**src/rtl/sercfg_pkg.sv**
```systemverilog
package sercfg_pkg;
    // ==========================================
    // Register offsets (byte addresses)
    localparam logic [7:0] CTRL_OFFSET = 8'h00;
    localparam logic [7:0] STATUS_OFFSET = 8'h04;
    // ==========================================
    // Control register fields
    localparam int CTRL_SELF_TEST_BIT = 0;
    localparam int CTRL_MODE_LO_BIT = 1;
    localparam int CTRL_EDGE_BIT = 3;
    localparam int CTRL_SWING_BIT = 4;
    localparam int CTRL_PREEMPH_BIT = 5;
    localparam int CTRL_OVERRIDE_BIT = 6;
    localparam logic [31:0] CTRL_RESET = 32'h0000_0000;
    localparam logic [6:0] CTRL_MASK = 7'h7f;
    // ==========================================
    // Link modes
    typedef enum logic [1:0] {
        MODE_PLAIN = 2'b00,
        MODE_FILTERED = 2'b01,
        MODE_LEGACY_A = 2'b10,
        MODE_LEGACY_B = 2'b11
    } link_mode_t;
    // ==========================================
    // Glitch filter: control pulses shorter than this many clocks are dropped
    localparam logic [1:0] FILTER_CYCLES = 2'd3;
    // AXI responses
    localparam logic [1:0] RESP_OKAY = 2'b00;
    localparam logic [1:0] RESP_SLVERR = 2'b10;
endpackage : sercfg_pkg

```
**src/rtl/sercfg_top.sv**
```systemverilog
`timescale 1ns/1ns
module sercfg_top (
    // Clock and reset
    input wire logic I_MCLK,
    input wire logic I_RST_N,
    // Configuration pins
    input wire logic I_SELF_TEST_ENABLE,
    input wire logic [1:0] I_LINK_MODE,
    input wire logic I_POWER_DOWN_N,
    input wire logic I_LATCH_EDGE_SELECT,
    input wire logic I_OUTPUT_SWING_SELECT,
    input wire logic I_PREEMPHASIS_CONTROL,
    // Video control inputs
    input wire logic I_VIDEO_DATA_ENABLE,
    input wire logic I_HORIZONTAL_SYNC,
    input wire logic I_VERTICAL_SYNC,
    // AXI4-Lite write address
    input wire logic [7:0] I_AWADDR,
    input wire logic I_AWVALID,
    output logic O_AWREADY,
    // AXI4-Lite write data
    input wire logic [31:0] I_WDATA,
    input wire logic [3:0] I_WSTRB,
    input wire logic I_WVALID,
    output logic O_WREADY,
    // AXI4-Lite write response
    output logic [1:0] O_BRESP,
    output logic O_BVALID,
    input wire logic I_BREADY,
    // AXI4-Lite read address
    input wire logic [7:0] I_ARADDR,
    input wire logic I_ARVALID,
    output logic O_ARREADY,
    // AXI4-Lite read data
    output logic [31:0] O_RDATA,
    output logic [1:0] O_RRESP,
    output logic O_RVALID,
    input wire logic I_RREADY,
    // Effective configuration to the datapath
    output logic O_SELF_TEST_ON,
    output logic [1:0] O_LINK_MODE,
    output logic O_FILTER_ON,
    output logic O_LEGACY_A,
    output logic O_LEGACY_B,
    output logic O_LATCH_RISING,
    output logic O_SWING_LARGE,
    output logic O_PREEMPH_ON,
    output logic O_PLL_ENABLE,
    output logic O_SERIAL_FORCE_HIGH,
    // Video control to the datapath (data enable and hsync filtered, vsync passed through)
    output logic O_VIDEO_DATA_ENABLE,
    output logic O_HORIZONTAL_SYNC,
    output logic O_VERTICAL_SYNC
);
    // ==========================================
    // Control register and its pin/register selection
    logic [6:0] ctrl;
    logic aw_held, w_held;
    logic [7:0] aw_addr;
    logic [31:0] w_data;
    logic [3:0] w_strb;
    wire override = ctrl[sercfg_pkg::CTRL_OVERRIDE_BIT];
    wire eff_self_test = override ? ctrl[sercfg_pkg::CTRL_SELF_TEST_BIT] : I_SELF_TEST_ENABLE;
    wire [1:0] eff_mode = override ? ctrl[sercfg_pkg::CTRL_MODE_LO_BIT +: 2] : I_LINK_MODE;
    wire eff_edge = override ? ctrl[sercfg_pkg::CTRL_EDGE_BIT] : I_LATCH_EDGE_SELECT;
    wire eff_swing = override ? ctrl[sercfg_pkg::CTRL_SWING_BIT] : I_OUTPUT_SWING_SELECT;
    // Pin is active when its external resistor pulls it low; floating reads high
    wire eff_preemph = ~I_PREEMPHASIS_CONTROL | ctrl[sercfg_pkg::CTRL_PREEMPH_BIT];
    wire powered = I_POWER_DOWN_N;
    wire filter_sel = (eff_mode == sercfg_pkg::MODE_FILTERED);
    // ==========================================
    // Write channel: address and data taken in either order
    wire aw_fire = I_AWVALID & O_AWREADY;
    wire w_fire = I_WVALID & O_WREADY;
    wire have_aw = aw_held | aw_fire;
    wire have_w = w_held | w_fire;
    wire [7:0] wr_addr = aw_held ? aw_addr : I_AWADDR;
    wire [31:0] wr_data = w_held ? w_data : I_WDATA;
    wire [3:0] wr_strb = w_held ? w_strb : I_WSTRB;
    wire wr_go = have_aw & have_w & ~O_BVALID;
    wire wr_hit = (wr_addr == sercfg_pkg::CTRL_OFFSET);
    wire wr_ok = wr_hit | (wr_addr == sercfg_pkg::STATUS_OFFSET);
    wire [6:0] wr_new = wr_strb[0] ? (wr_data[6:0] & sercfg_pkg::CTRL_MASK) : ctrl;
    always_ff @(posedge I_MCLK) begin
        if (!I_RST_N || !powered) begin
            ctrl <= sercfg_pkg::CTRL_RESET[6:0];
            aw_held <= 1'b0;
            w_held <= 1'b0;
            aw_addr <= 8'h00;
            w_data <= 32'h0000_0000;
            w_strb <= 4'h0;
            O_AWREADY <= 1'b0;
            O_WREADY <= 1'b0;
            O_BVALID <= 1'b0;
            O_BRESP <= sercfg_pkg::RESP_OKAY;
        end else begin
            if (aw_fire) begin
                aw_addr <= I_AWADDR;
            end
            if (w_fire) begin
                w_data <= I_WDATA;
                w_strb <= I_WSTRB;
            end
            aw_held <= have_aw & ~wr_go;
            w_held <= have_w & ~wr_go;
            O_AWREADY <= ~have_aw & ~O_BVALID & ~wr_go;
            O_WREADY <= ~have_w & ~O_BVALID & ~wr_go;
            if (wr_go) begin
                O_BVALID <= 1'b1;
                O_BRESP <= wr_ok ? sercfg_pkg::RESP_OKAY : sercfg_pkg::RESP_SLVERR;
                if (wr_hit) begin
                    ctrl <= wr_new;
                end
            end else if (O_BVALID && I_BREADY) begin
                O_BVALID <= 1'b0;
            end
        end
    end
    // ==========================================
    // Read channel
    wire ar_fire = I_ARVALID & O_ARREADY;
    wire [31:0] status_word = {20'h00000, eff_preemph, eff_swing, eff_edge, eff_mode, eff_self_test,
        filter_sel, powered, O_PREEMPH_ON, O_SWING_LARGE, O_LATCH_RISING, O_PLL_ENABLE};
    wire [31:0] rd_word = (I_ARADDR == sercfg_pkg::CTRL_OFFSET) ? {25'h0000000, ctrl} : status_word;
    wire rd_ok = (I_ARADDR == sercfg_pkg::CTRL_OFFSET) | (I_ARADDR == sercfg_pkg::STATUS_OFFSET);
    always_ff @(posedge I_MCLK) begin
        if (!I_RST_N) begin
            O_ARREADY <= 1'b0;
            O_RVALID <= 1'b0;
            O_RDATA <= 32'h0000_0000;
            O_RRESP <= sercfg_pkg::RESP_OKAY;
        end else begin
            O_ARREADY <= ~O_RVALID & ~ar_fire;
            if (ar_fire) begin
                O_RVALID <= 1'b1;
                O_RDATA <= rd_ok ? rd_word : 32'h0000_0000;
                O_RRESP <= rd_ok ? sercfg_pkg::RESP_OKAY : sercfg_pkg::RESP_SLVERR;
            end else if (O_RVALID && I_RREADY) begin
                O_RVALID <= 1'b0;
            end
        end
    end
    // ==========================================
    // Effective configuration outputs
    always_ff @(posedge I_MCLK) begin
        if (!I_RST_N) begin
            O_SELF_TEST_ON <= 1'b0;
            O_LINK_MODE <= sercfg_pkg::MODE_PLAIN;
            O_FILTER_ON <= 1'b0;
            O_LEGACY_A <= 1'b0;
            O_LEGACY_B <= 1'b0;
            O_LATCH_RISING <= 1'b0;
            O_SWING_LARGE <= 1'b0;
            O_PREEMPH_ON <= 1'b0;
            O_PLL_ENABLE <= 1'b0;
            O_SERIAL_FORCE_HIGH <= 1'b1;
        end else begin
            O_SELF_TEST_ON <= powered & eff_self_test;
            O_LINK_MODE <= eff_mode;
            O_FILTER_ON <= filter_sel;
            O_LEGACY_A <= (eff_mode == sercfg_pkg::MODE_LEGACY_A);
            O_LEGACY_B <= (eff_mode == sercfg_pkg::MODE_LEGACY_B);
            O_LATCH_RISING <= eff_edge;
            O_SWING_LARGE <= eff_swing;
            O_PREEMPH_ON <= eff_preemph;
            O_PLL_ENABLE <= powered;
            O_SERIAL_FORCE_HIGH <= ~powered;
        end
    end
    // ==========================================
    // Control-signal glitch filter; assumes the source keeps the rate limits
    logic [1:0] de_cnt, hs_cnt;
    wire de_diff = I_VIDEO_DATA_ENABLE != O_VIDEO_DATA_ENABLE;
    wire hs_diff = I_HORIZONTAL_SYNC != O_HORIZONTAL_SYNC;
    wire de_take = ~filter_sel | (de_diff & de_cnt == sercfg_pkg::FILTER_CYCLES - 2'd1);
    wire hs_take = ~filter_sel | (hs_diff & hs_cnt == sercfg_pkg::FILTER_CYCLES - 2'd1);
    always_ff @(posedge I_MCLK) begin
        if (!I_RST_N) begin
            de_cnt <= 2'd0;
            hs_cnt <= 2'd0;
            O_VIDEO_DATA_ENABLE <= 1'b0;
            O_HORIZONTAL_SYNC <= 1'b0;
            O_VERTICAL_SYNC <= 1'b0;
        end else begin
            de_cnt <= (de_diff && !de_take) ? de_cnt + 2'd1 : 2'd0;
            hs_cnt <= (hs_diff && !hs_take) ? hs_cnt + 2'd1 : 2'd0;
            if (de_take) begin
                O_VIDEO_DATA_ENABLE <= I_VIDEO_DATA_ENABLE;
            end
            if (hs_take) begin
                O_HORIZONTAL_SYNC <= I_HORIZONTAL_SYNC;
            end
            O_VERTICAL_SYNC <= I_VERTICAL_SYNC;
        end
    end
    // ==========================================
    // Checks
    a_pd_force_high: assert property (@(posedge I_MCLK) disable iff (!I_RST_N)
        !I_POWER_DOWN_N |=> O_SERIAL_FORCE_HIGH && !O_PLL_ENABLE) else $error("power-down outputs wrong");
    a_run_pll_on: assert property (@(posedge I_MCLK) disable iff (!I_RST_N)
        I_POWER_DOWN_N |=> O_PLL_ENABLE && !O_SERIAL_FORCE_HIGH) else $error("pll not on");
    a_pd_ctrl_clear: assert property (@(posedge I_MCLK) disable iff (!I_RST_N)
        !I_POWER_DOWN_N |=> ctrl == 7'h00) else $error("ctrl not reset");
    a_selftest_follow: assert property (@(posedge I_MCLK) disable iff (!I_RST_N)
        (!override && I_POWER_DOWN_N) |=> O_SELF_TEST_ON == $past(I_SELF_TEST_ENABLE)) else $error("self-test");
    a_mode_legacy: assert property (@(posedge I_MCLK) disable iff (!I_RST_N)
        eff_mode == 2'b10 |=> O_LEGACY_A && !O_LEGACY_B && !O_FILTER_ON) else $error("legacy A");
    a_mode_legacy_b: assert property (@(posedge I_MCLK) disable iff (!I_RST_N)
        eff_mode == 2'b11 |=> O_LEGACY_B && !O_LEGACY_A) else $error("legacy B");
    a_mode_plain: assert property (@(posedge I_MCLK) disable iff (!I_RST_N)
        eff_mode == 2'b00 |=> !O_FILTER_ON) else $error("filter on in mode 00");
    a_filter_drop: assert property (@(posedge I_MCLK) disable iff (!I_RST_N)
        (filter_sel && de_diff && de_cnt == 2'd0)
        |=> $stable(O_VIDEO_DATA_ENABLE)) else $error("short pulse passed");
    a_edge_follow: assert property (@(posedge I_MCLK) disable iff (!I_RST_N)
        !override |=> O_LATCH_RISING == $past(I_LATCH_EDGE_SELECT)) else $error("edge select");
    a_swing_follow: assert property (@(posedge I_MCLK) disable iff (!I_RST_N)
        !override |=> O_SWING_LARGE == $past(I_OUTPUT_SWING_SELECT)) else $error("swing select");
    a_preemph_float: assert property (@(posedge I_MCLK) disable iff (!I_RST_N)
        (I_PREEMPHASIS_CONTROL && !ctrl[5]) |=> !O_PREEMPH_ON) else $error("preemphasis on");
    a_hs_drop: assert property (@(posedge I_MCLK) disable iff (!I_RST_N)
        (filter_sel && hs_diff && hs_cnt == 2'd0) |=> $stable(O_HORIZONTAL_SYNC)) else $error("short hsync passed");
    a_de_pass: assert property (@(posedge I_MCLK) disable iff (!I_RST_N)
        (filter_sel && de_diff && de_cnt == 2'd0) ##1 (filter_sel && de_diff) ##1 (filter_sel && de_diff)
        |=> $changed(O_VIDEO_DATA_ENABLE)) else $error("long pulse dropped");
    a_hs_pass: assert property (@(posedge I_MCLK) disable iff (!I_RST_N)
        (filter_sel && hs_diff && hs_cnt == 2'd0) ##1 (filter_sel && hs_diff) ##1 (filter_sel && hs_diff)
        |=> $changed(O_HORIZONTAL_SYNC)) else $error("long hsync dropped");
    a_plain_de: assert property (@(posedge I_MCLK) disable iff (!I_RST_N)
        !filter_sel |=> O_VIDEO_DATA_ENABLE == $past(I_VIDEO_DATA_ENABLE)) else $error("data enable delayed");
    a_plain_hs: assert property (@(posedge I_MCLK) disable iff (!I_RST_N)
        !filter_sel |=> O_HORIZONTAL_SYNC == $past(I_HORIZONTAL_SYNC)) else $error("hsync delayed");
    a_vsync_pass: assert property (@(posedge I_MCLK) disable iff (!I_RST_N)
        1'b1 |=> O_VERTICAL_SYNC == $past(I_VERTICAL_SYNC)) else $error("vsync delayed");
    a_mode_filtered: assert property (@(posedge I_MCLK) disable iff (!I_RST_N)
        eff_mode == 2'b01 |=> O_FILTER_ON && !O_LEGACY_A && !O_LEGACY_B) else $error("filter mode");
    a_mode_b_plain: assert property (@(posedge I_MCLK) disable iff (!I_RST_N)
        eff_mode == 2'b11 |=> !O_FILTER_ON) else $error("filter on in mode 11");
    a_mode_out: assert property (@(posedge I_MCLK) disable iff (!I_RST_N)
        1'b1 |=> O_LINK_MODE == $past(eff_mode)) else $error("link mode out");
    a_override_mode: assert property (@(posedge I_MCLK) disable iff (!I_RST_N)
        override |=> O_LINK_MODE == $past(ctrl[2:1])) else $error("register mode ignored");
    a_override_swing: assert property (@(posedge I_MCLK) disable iff (!I_RST_N)
        override |=> O_SWING_LARGE == $past(ctrl[4])) else $error("register swing ignored");
    a_override_edge: assert property (@(posedge I_MCLK) disable iff (!I_RST_N)
        override |=> O_LATCH_RISING == $past(ctrl[3])) else $error("register edge ignored");
    a_override_self: assert property (@(posedge I_MCLK) disable iff (!I_RST_N)
        (override && I_POWER_DOWN_N) |=> O_SELF_TEST_ON == $past(ctrl[0])) else $error("register self-test");
    a_pd_self_test: assert property (@(posedge I_MCLK) disable iff (!I_RST_N)
        !I_POWER_DOWN_N |=> !O_SELF_TEST_ON) else $error("self-test in power-down");
    a_preemph_reg: assert property (@(posedge I_MCLK) disable iff (!I_RST_N)
        ctrl[5] |=> O_PREEMPH_ON) else $error("register preemphasis ignored");
    // ==========================================
    // Bus checks; power-down drops a pending write on purpose
    a_pd_bus_block: assert property (@(posedge I_MCLK) disable iff (!I_RST_N)
        !I_POWER_DOWN_N |=> !O_AWREADY && !O_WREADY && !O_BVALID) else $error("write open in power-down");
    a_aw_answer: assert property (@(posedge I_MCLK) disable iff (!I_RST_N)
        (aw_fire && w_fire && I_POWER_DOWN_N) |=> O_BVALID) else $error("no write response");
    a_b_hold: assert property (@(posedge I_MCLK) disable iff (!I_RST_N)
        (O_BVALID && !I_BREADY && I_POWER_DOWN_N) |=> O_BVALID && $stable(O_BRESP)) else $error("bvalid dropped");
    a_b_release: assert property (@(posedge I_MCLK) disable iff (!I_RST_N)
        (O_BVALID && I_BREADY) |=> !O_BVALID) else $error("bvalid stuck");
    a_ar_answer: assert property (@(posedge I_MCLK) disable iff (!I_RST_N)
        ar_fire |=> O_RVALID && !O_ARREADY) else $error("no read response");
    a_r_hold: assert property (@(posedge I_MCLK) disable iff (!I_RST_N)
        (O_RVALID && !I_RREADY) |=> O_RVALID && $stable(O_RDATA) && $stable(O_RRESP)) else $error("rvalid dropped");
    a_r_release: assert property (@(posedge I_MCLK) disable iff (!I_RST_N)
        (O_RVALID && I_RREADY) |=> !O_RVALID) else $error("rvalid stuck");
    a_rd_ctrl: assert property (@(posedge I_MCLK) disable iff (!I_RST_N)
        (ar_fire && I_ARADDR == 8'h00) |=> O_RDATA == {25'h0000000, $past(ctrl)}) else $error("ctrl read data");
    a_rd_unmapped: assert property (@(posedge I_MCLK) disable iff (!I_RST_N)
        (ar_fire && I_ARADDR != 8'h00 && I_ARADDR != 8'h04)
        |=> O_RRESP == 2'b10 && O_RDATA == 32'h0000_0000) else $error("unmapped read");
    a_wr_ignored: assert property (@(posedge I_MCLK) disable iff (!I_RST_N)
        (wr_go && !wr_hit && I_POWER_DOWN_N) |=> $stable(ctrl)) else $error("stray write landed");
    a_strobe_off: assert property (@(posedge I_MCLK) disable iff (!I_RST_N)
        (wr_go && !wr_strb[0] && I_POWER_DOWN_N) |=> $stable(ctrl)) else $error("masked write landed");
    c_pd_entry: cover property (@(posedge I_MCLK) disable iff (!I_RST_N) $fell(I_POWER_DOWN_N));
    c_ctrl_write: cover property (@(posedge I_MCLK) disable iff (!I_RST_N) wr_go && wr_hit);
    c_filter_pass: cover property (@(posedge I_MCLK) disable iff (!I_RST_N) filter_sel && de_take && de_diff);
    c_read: cover property (@(posedge I_MCLK) disable iff (!I_RST_N) ar_fire);
endmodule : sercfg_top

```
**config.mk**
```make
export PLATFORM = sky130hd
export DESIGN_NAME = sercfg_top
export DESIGN_NICKNAME = d
export VERILOG_FILES = /design/src/rtl/sercfg_pkg.sv /design/src/rtl/sercfg_top.sv
export SDC_FILE = /design/constraint.sdc
export NUM_CORES = 1
export LEC_CHECK = 0
export ABC_CLOCK_PERIOD_IN_PS = 5300
export BUFFER_PORTS_ARGS = -buffer_cell sky130_fd_sc_hd__buf_2
export CAP_MARGIN = 20
export CORE_MARGIN = 4
export CORE_UTILIZATION = 45
export DETAILED_ROUTE_END_ITERATION = 16
export PLACE_DENSITY = 0.83
export SYNTH_ARGS = -nofsm -noshare
export SYNTH_HDL_FRONTEND = slang
export SYNTH_SLANG_ARGS = --single-unit
```
**constraint.sdc**
```tcl
create_clock -name I_MCLK -period 5.3 [get_ports I_MCLK]
set_input_delay 1.59 -clock I_MCLK [delete_from_list [all_inputs] [get_ports I_MCLK]]
set_output_delay 1.59 -clock I_MCLK [all_outputs]
set_load 0.05 [all_outputs]
```
After elaboration in Yosys (flattened, before gate mapping)
Cells that the tools add are included.
{"block": "totals", "output_inout_bits": 55, "register_bits": 84, "inputBits": 69, "word_cells": 102}
{"block": "classes", "muxes": 15, "eq_ne": 9, "add_sub_neg": 2, "n_reduce_logical": 16, "bitwise_logic": 31}
{"operator": "$mux W12", "n": 2}
{"operator": "$eq A8 B3 Y1 const B", "n": 2}
{"operator": "$logic_not A8 Y1", "n": 2}
{"operator": "$and A1 B1 Y1", "n": 15}
{"operator": "$not A1 Y1", "n": 9}
{"operator": "$eq A2 B2 Y1 const B", "n": 4}
{"operator": "$mux W1", "n": 8}
{"operator": "$mux W8", "n": 1}
{"operator": "$mux W7", "n": 1}
{"operator": "$or A1 B1 Y1", "n": 7}
{"operator": "$mux W2", "n": 3}
{"operator": "$add A2 B1 Y2 const B", "n": 2}
{"operator": "$logic_and A1 B1 Y1", "n": 4}
{"operator": "$logic_not A1 Y1", "n": 4}
{"operator": "$reduce_and A2 Y1", "n": 2}
{"operator": "$reduce_bool A2 Y1", "n": 2}
{"operator": "$reduce_and A3 Y1", "n": 1}
{"operator": "$eq A2 B1 Y1 const B", "n": 1}
{"operator": "$ne A1 B1 Y1", "n": 2}
{"operator": "$logic_or A1 B1 Y1", "n": 1}

Logic depth before layout (Yosys ltp)
Gate-level depths: netlist (run 1).
{"block": "logic_depth", "depth_word": 7, "ltp_mapped": 7, "depth_no_buf": 5}

Worst setup path after synthesis (run 1)
OpenSTA, ideal clock, no wires.
{"block": "synth_path", "kind": "input -> register", "startpoint": "input I_ARADDR[5]", "endpoint": "register O_RDATA[6]", "arrival_time_ps": 2951, "t_required_ps": 5186, "setup_time_ps": 114, "slack_ps": 2235, "path_buffers": 1, "stages": 6, "path_cell_list": "or4_4 > or3_1 > buf_6 > a21oi_1 > a311oi_1 > a21o_1"}
{"block": "synth_via", "elab_chain_len": 3, "word_cells_on_any_way": 5, "cone_classes": "1 x eq/ne; 2 x mux; 1 x bitwise; 1 x reduce/logical"}
{"element": "start: declaration", "line": "sercfg_top.sv:31", "source": "input wire logic [7:0] I_ARADDR,"}
{"element": "$eq A8 B3 Y1 or $logic_not A8 Y1 (tied branches)", "line": "sercfg_top.sv:125, sercfg_top.sv:124"}
{"element": "$or A1 B1 Y1 or $mux W12 (tied branches)", "line": "sercfg_top.sv:125, sercfg_top.sv:124"}
{"element": "$mux W12 (*)", "line": "sercfg_top.sv:136", "source": "O_RDATA <= rd_ok ? rd_word : 32'h0000_0000;"}
{"element": "end signal: assignment", "line": "sercfg_top.sv:136"}
{"element": "end: declaration", "line": "sercfg_top.sv:35", "source": "output logic [31:0] O_RDATA,"}
Mark *: on every way between the ends. The rest lies on a longest branch, timed or not.
A chain may end at the register's enable or synchronous reset.

Final worst setup path (run 1)
Same ends and word-level chain as after synthesis.

==> results of run 1 <==
final cells by class:
class / count / area [um^2] / share of cell area [%]
clock buffer: 13 / 168.9 / 5.542
multi-input combinational: 201 / 1124 / 36.86
timing repair buffer: 74 / 372.9 / 12.23
inverter: 9 / 33.78 / 1.108
clock inverter: 3 / 17.52 / 0.5747
tap: 72 / 90.09 / 2.956
sequential: 62 / 1241 / 40.72
flip-flops by register name, summed over array words and instances, names as in the netlist, 2 cells and up:
signal	cells
O_RDATA	12
de_cnt	2
hs_cnt	2
ctrl	7
w_data	7
aw_addr	8
O_LINK_MODE	2
synthesized netlist by cell type, types with 2 or more instances:
library cell and number:
ha_1 2, dfxtp_1 62, nand3_1 16, nor3b_1 3, o21ai_0 12, nor4_1 7, inv_1 9, or3_1 3
clkbuf_1 5, a21boi_0 4, and3_1 8, nor2_1 8, and2_1 2, nand2_1 37, a21oi_1 29, mux2i_1 16
nor3_1 11, a32o_1 2, buf_4 22, buf_2 7, xnor2_1 2, nand2b_1 4, nor2b_1 4
routing by layer:
layer	up-vias	GRT usage (%)	share of wire (%)
met5	-	0	0
met4	0	6.092	1.7
met3	10	7.837	8.2
met2	71	26.60	48
met1	970	18.20	42
li1	1090	-	-
logic make-up after synthesis:
group                    after synthesis
AO/OA/AOI/OAI                         53
XOR/XNOR                               2
adder cells (fa/ha/maj)                2
buffers and inverters                 45
flip-flops                            62
multiplexers                          16
other                                  1
AND/OR/NAND/NOR                      106
through the flow:
step | worst slack, ns | cells
global placement | 1.978 | 418
detailed placement | 1.943 | 418
CTS | 2.310 | 434
finish | 2.289 | 434
global route | 2.219 | 434
floorplan | 2.235 | 308
worst max-delay path by stage:
stage / from / to / cells after the start
floorplan: I_ARADDR[5] / O_RDATA[6] / 6
global placement: I_ARADDR[5] / O_RDATA[6] / 6
detailed placement: I_ARADDR[5] / O_RDATA[6] / 6
CTS: I_ARADDR[5] / O_RDATA[6] / 6
global route: I_ARADDR[5] / O_RDATA[6] / 6
finish: I_ARADDR[5] / O_RDATA[6] / 6
critical path: stages:
cell	delay (ns)
buf_2	0.10
or4_4	0.53
or3_1	0.56
a21oi_1	0.23
a311oi_1	0.06
a21o_1	0.17
report_power, final:
group          total (mW)  leakage (nW)  internal [mW]  switching (mW)
logic               0.127         0.737         0.0300          0.0969
clock network       0.379        0.0954          0.206           0.173
registers           0.485         0.504          0.477         0.00829
total               0.991          1.34          0.713           0.278
==> metrics, run 1 <==
Worst-path clk slew=0.06 ns; Max Fclk=0.3321 GHz; R2R depth=5; hold path depth=1; worst hold start=de_cnt[0]; Most used DFF post-synth=dfxtp_1; initial antenna violation count=0; Remaining Overflow, GRT=0; final setup violation count=0; FF-to-FF Start=w_held; Worst-Margin Slew=0.9915 ns; Clock Sinks=62; Port Buf Inserts=73; routability cong.=0.7872; Worst-Skew Late Latency=0.34 ns; WHS=0.4194 ns; area leader, netlist=dfxtp_1; Antenna Nets Post-Route=0; global-route wire length before repair=9.087 mm; Mapped Area=2554 um^2; run status=completed; Rel. slew slack=33.74%; simple-gate portion of the synthesized area=20.82%; Syn Area/Cell=8.898 um^2; max-cap violation count=0; postcts setup bufs=0; Worst Setup Start Kind=input pin; site row count=27; GRT Total Usage=16.23%; Max IR drop VDD=0.0002413 V; Hold EP=de_cnt[0]; Syn-to-layout area delta=19.35%; Async S/R FF share, synth=0%; count of final hold-check violations=0; Fillers=519; chip width=83.33 um; vias per cell=4.933; EDFF count, synth=0; unrepaired setup endpoints after global routing=false; drt first pass iters=4; WL final=5.522 mm; vias in the first global route=1978; most frequent cells in the layout=73 x buf_2, 62 x dfxtp_1, 37 x nand2_1; most common cell after layout, fill and taps aside=buf_2; min Tclk post-route=3.011 ns; die area=6944 um^2; CTS Root Cell=clkbuf_8; Detailed Place HPWL=4.075 mm; # resized after CTS=0; sequential cell area fraction in the yosys report=48.60%; worst hold path class=reg -> reg; clock skew=0.003715 ns; final instance area=3048 um^2; main combinational cell family by area after synthesis=simple AND/OR/NAND/NOR gates; top-area cell type share of the netlist area=48.60%; Synth Warn #=0; drt drc=0; r2r endpoint=ctrl[1]; share of layout cells above drive strength 1=25.69%; DR iter-0 viols=43; CP Class=in -> reg; Synth Register Bits=62; pin count of the biggest net entering global routing=33; Max clock buf depth=2; Synth Area in Compound Gates=12.00%; H-tree levels=3; initial core utilization=46.38%; # diodes=0; CTS tree=built; Synth cell types=35; Synth Area in Adders=0.9799%; Synth Instances=287; total core area=5507 um^2; setup tns final=0 ns; Placed Area=2861 um^2; total power=0.9910 mW; Pleak=1.337 nW; Final Cycle Share=56.81%; CP arrival=3.24 ns; Final Util=55.35%; max-slew violation count=0; die height=83.33 um; CTS Buf Count=9; via count=2141; Post-layout nets=428; most area-consuming cells after synthesis=dfxtp_1 49%, buf_4 6.5%, mux2i_1 6.3%; post-synthesis xor/xnor area fraction=0.6859%; crit end category=flip-flop; Ports=124; P per Cell Area=325.1 nW/um^2; CTS hold repair buffers=0; WP data required=5.53 ns; routed length per instance=12.72 um; FF-to-FF setup slack=3.22 ns; maximum fanout along the worst path=10; post-synthesis mux area share=6.271%
Note: power is estimated with default switching activity, not from simulation.
==> run 2: changes to the inputs <==
ABC_CLOCK_PERIOD_IN_PS = 2900   (was 5300)
clock period = 2.9 ns   (was 5.3 ns; I/O delays follow)
==> metrics, run 2 (synthesis results as in run 1) <==
routability cong.=0.7755; setup tns final=0 ns; Rel. slew slack=62.31%; global-route wire length before repair=9.232 mm; vias per cell=4.815; Largest register FFs=12; Pint=1.413 mW; WL final=5.543 mm; Non-Filler Instances=437; Multi-input gate area=1124 um^2; leading registers by flop count=O_RDATA: 12 flops, aw_addr: 8 flops; CTS tree=built; Max Fclk=0.4403 GHz; Ports=124; Syn-to-layout area delta=21.61%; maximum fanout along the worst path=10; Final Util=56.40%; initial core utilization=46.38%; via count=2104; Worst-Skew Late Latency=0.34 ns; CTS hold repair buffers=0; Post-layout nets=431; Remaining Overflow, GRT=0; Crit path largest cell delay=0.55 ns; Detailed Place HPWL=4.148 mm; chip width=83.33 um; P per Cell Area=627.8 nW/um^2; Fillers=534; Buf+Inv Stages, Crit Path=1; share of layout cells above drive strength 1=26.58%; pin count of the biggest net entering global routing=33; unrepaired setup endpoints after global routing=false; vias in the first global route=2020; worst hold path class=reg -> reg; Comb pwr share=12.0%; crit end category=flip-flop; # resized after CTS=0; most common cell after layout, fill and taps aside=buf_2; CTS Buf Count=9; WP data required=3.13 ns; critical-path cell list=buf_2 > or4_4 > or3_1 > a21oi_1 > a311oi_1 > a21o_1; count of final hold-check violations=0; # diodes=0; min Tclk post-route=2.271 ns; final setup violation count=0; GRT Total Usage=16.24%; DP Cell Count=421; Worst-path clk slew=0.07 ns; H-tree levels=3; site row count=27; Clock Power Share=42.6%; Seq pwr share=45.4%; Max clock buf depth=2; drt drc=0; Port Buf Inserts=73; clock skew=0.007414 ns; DR iter-0 viols=82; drt first pass iters=4; max-slew violation count=0; die height=83.33 um; routed length per instance=12.68 um; run status=completed; Worst Setup Start Kind=input pin; postcts setup bufs=0; Antenna Nets Post-Route=0; Crit path max-delay family=simple AND/OR/NAND/NOR gates; final instance area=3105 um^2; most frequent cells in the layout=73 x buf_2, 62 x dfxtp_1, 37 x nand2_1; Reg area=1241 um^2; die area=6944 um^2; Clock Sinks=62; max-cap violation count=0; CTS Root Cell=clkbuf_8; initial antenna violation count=0; CP arrival=2.50 ns; Placed Area=2884 um^2; Pleak=1.363 nW; Max IR drop VDD=0.0003870 V; Slowest-stage cell, CP=or3_1; Final Cycle Share=78.32%; Biggest register=O_RDATA; CP Class=in -> reg; Worst-Margin Slew=0.5653 ns; total core area=5507 um^2; FF-to-FF setup slack=0.85 ns; total power=1.949 mW; Net Switching=0.5368 mW; Sw Share=27.54%
run 2: cell types whose count changed in the layout (fill, tap and decap cells not counted):
cell	previous run	this run
clkinv_2	2	1
inv_6	0	1
clkinvlp_4	1	2
buf_4	1	4
clkbuf_8	12	9
clkinv_4	0	1
bufinv_16	0	2
clkbuf_1	1	0
run 2: layout make-up:
type | instances | area share, %
clock buffers | 9 | 3.989
multi-input cells | 201 | 36.18
flip-flops and latches | 62 | 39.97
well taps | 72 | 2.901
inverters | 9 | 1.088
clock inverters | 7 | 3.143
repair buffers | 77 | 12.73
run 2: worst paths after layout:
kind                    start  cells past startpoint         end
setup / recovery  I_ARADDR[5]                      6  O_RDATA[6]
hold / removal      de_cnt[0]                      1   de_cnt[0]
setup reg to reg     O_WREADY                      5     ctrl[3]
hold reg to reg     de_cnt[0]                      1   de_cnt[0]
run 2: routing by layer:
layer  routed length [um]  GRT usage (%)  up-vias
li1                     -              -     1091
met1                 2338          18.78      940
met2                 2749          28.06       67
met3                  423          6.052        6
met4                   32          4.458        0
met5                    0              0        -
run 2: worst reg2reg max path: cells and delay by family, from the launching register on:
kind	cells	cell delay, ns
compound gates	2	0.64
simple gates	3	0.72
flops	1	0.57
run 2: per-stage QoR:
step	hold slack [ns]	setup WS (ns)
floorplan	0.3989	0.5551
global placement	0.4063	0.3028
detailed placement	0.4209	0.2769
CTS	0.4322	0.6412
global route	0.4571	0.5329
finish	0.4331	0.6287
run 2: power groups by stage:
stage,registers [mW],logic (mW),clock network [mW]
final,0.885,0.234,0.831
after global routing,0.887,0.250,0.888
after CTS,0.885,0.234,0.853
after detailed placement,0.904,0.233,0
after global placement,0.903,0.231,0
after floorplan,0.951,0.149,0
==> run 3: changes to the inputs <==
ABC_CLOCK_PERIOD_IN_PS = 2020   (was 2900)
CORE_UTILIZATION = 41   (was 45)
PLACE_DENSITY = 0.8   (was 0.83)
clock period = 2.02 ns   (was 2.9 ns; I/O delays follow)
==> metrics, run 3 (synthesis results as in run 1) <==
WL final=5.729 mm; count of final hold-check violations=0; pin count of the biggest net entering global routing=33; Final Cycle Share=91.76%; CP Launch Point=I_ARADDR[5]; total core area=5991 um^2; Placed Area=2995 um^2; drt drc=0; GR Layer Usage met2=26.02%; WP data required=2.24 ns; Port Buf Inserts=73; routability cong.=0.7851; P per Cell Area=867.6 nW/um^2; CP Class=in -> reg; most common cell after layout, fill and taps aside=buf_2; CTS Buf Count=9; Final Util=53.68%; CP arrival=2.07 ns; grt met3 use=6.717%; Net Switching=0.7249 mW; run status=completed; unrepaired setup endpoints after global routing=false; Clock Power Share=42.0%; final setup violation count=0; vias per cell=4.858; Biggest register=O_RDATA; Worst Setup Start Kind=input pin; routed length per instance=12.67 um; leading registers by flop count=O_RDATA: 12 flops, aw_addr: 8 flops; final instance area=3216 um^2; Worst-Skew Late Latency=0.33 ns; Detailed Place HPWL=4.440 mm; WHS=0.4231 ns; Seq pwr share=45.4%; Antenna Nets Post-Route=0; global-route wire length before repair=9.259 mm; vias in the first global route=2101; max-cap violation count=0; Max IR drop VDD=0.0005353 V; busiest grt layer=met2; chip width=86.92 um; die area=7555 um^2; most frequent cells in the layout=73 x buf_2, 61 x dfxtp_1, 37 x nand2_1; Max clock buf depth=2; via count=2196; # diodes=0; CTS tree=built; die height=86.92 um; Comb pwr share=12.6%; H-tree levels=3; FF-to-FF Start=O_WREADY; Post-layout nets=443; site row count=28; Largest register FFs=12; CTS Root Cell=clkbuf_8; worst hold path class=reg -> reg; min Tclk post-route=1.854 ns; r2r endpoint=ctrl[3]; Ports=124; crit end category=flip-flop; Worst-path clk slew=0.07 ns; share of layout cells above drive strength 1=29.18%; drt first pass iters=4; GRT Total Usage=15.65%; crit path capture=O_RDATA[2]; GR Util met1=18.13%; DR iter-0 viols=112; initial core utilization=42.63%; Pleak=1.426 nW; Clock Sinks=62; Max Fclk=0.5395 GHz; R2R depth=6; initial antenna violation count=0; clock skew=0.006992 ns; maximum fanout along the worst path=6; Sw Share=25.98%; Pint=2.065 mW; Remaining Overflow, GRT=0; Syn-to-layout area delta=25.92%; FF-to-FF setup slack=0.42 ns; postcts setup bufs=0; max-slew violation count=0
[run 3: worst max-delay path, stage by stage]
cell and delay (ns):
buf_2 0.10, or4_4 0.53, or3_4 0.44, buf_4 0.16
mux2i_1 0.15, o21ai_0 0.09
[run 3: worst min-delay path by stage]
| stage | cells after the start | endpoint | startpoint | slack, ns |
|---|---|---|---|---|
| 5_1_grt | 1 | hs_cnt[0] | hs_cnt[0] | 0.45 |
| 6_report | 1 | hs_cnt[0] | hs_cnt[0] | 0.42 |
| 3_3_place_gp | 1 | hs_cnt[0] | hs_cnt[0] | 0.41 |
| 3_5_place_dp | 1 | hs_cnt[0] | hs_cnt[0] | 0.42 |
| 2_1_floorplan | 1 | de_cnt[0] | de_cnt[0] | 0.40 |
| 4_1_cts | 1 | hs_cnt[0] | hs_cnt[0] | 0.42 |
[run 3: repair_timing]
item	CTS	global route
endpoints found under the setup margin	0	1
gates resized for setup	0	1
hold buffers	0	0
[run 3: power groups by stage]
stage / combinational (mW) / clock [mW] / sequential (mW)
final: 0.351 / 1.17 / 1.27
after global routing: 0.375 / 1.27 / 1.27
after CTS: 0.351 / 1.21 / 1.27
after detailed placement: 0.350 / 0 / 1.30
after global placement: 0.345 / 0 / 1.29
after floorplan: 0.214 / 0 / 1.37
[run 3: cell type report]
| cell class | instances | area [um^2] |
|---|---|---|
| fillers | 564 | 2775 |
| inverters | 9 | 33.78 |
| clock inverters | 4 | 70.07 |
| clock buffers | 12 | 145.1 |
| flip-flops and latches | 62 | 1242 |
| multi-input cells | 201 | 1132 |
| well taps | 75 | 93.84 |
| repair buffers | 89 | 498.0 |
[run 3: metrics by stage]
step	total power [mW]	setup slack (ns)	std cells	TNS (ns)
after floorplan	1.579	-0.05280	308	-0.05280
after global placement	1.639	-0.2304	436	-1.512
after detailed placement	1.645	-0.2652	436	-1.728
after CTS	2.824	0.09165	452	0
after global routing	2.915	0.09638	452	0
final	2.790	0.1665	452	0
[run 3: layer usage]
metal  routed length (um)  share of wire (%)
met5                    0                  0
met4                   33               0.58
met3                  443                7.7
met1                 2298                 40
met2                 2954                 52
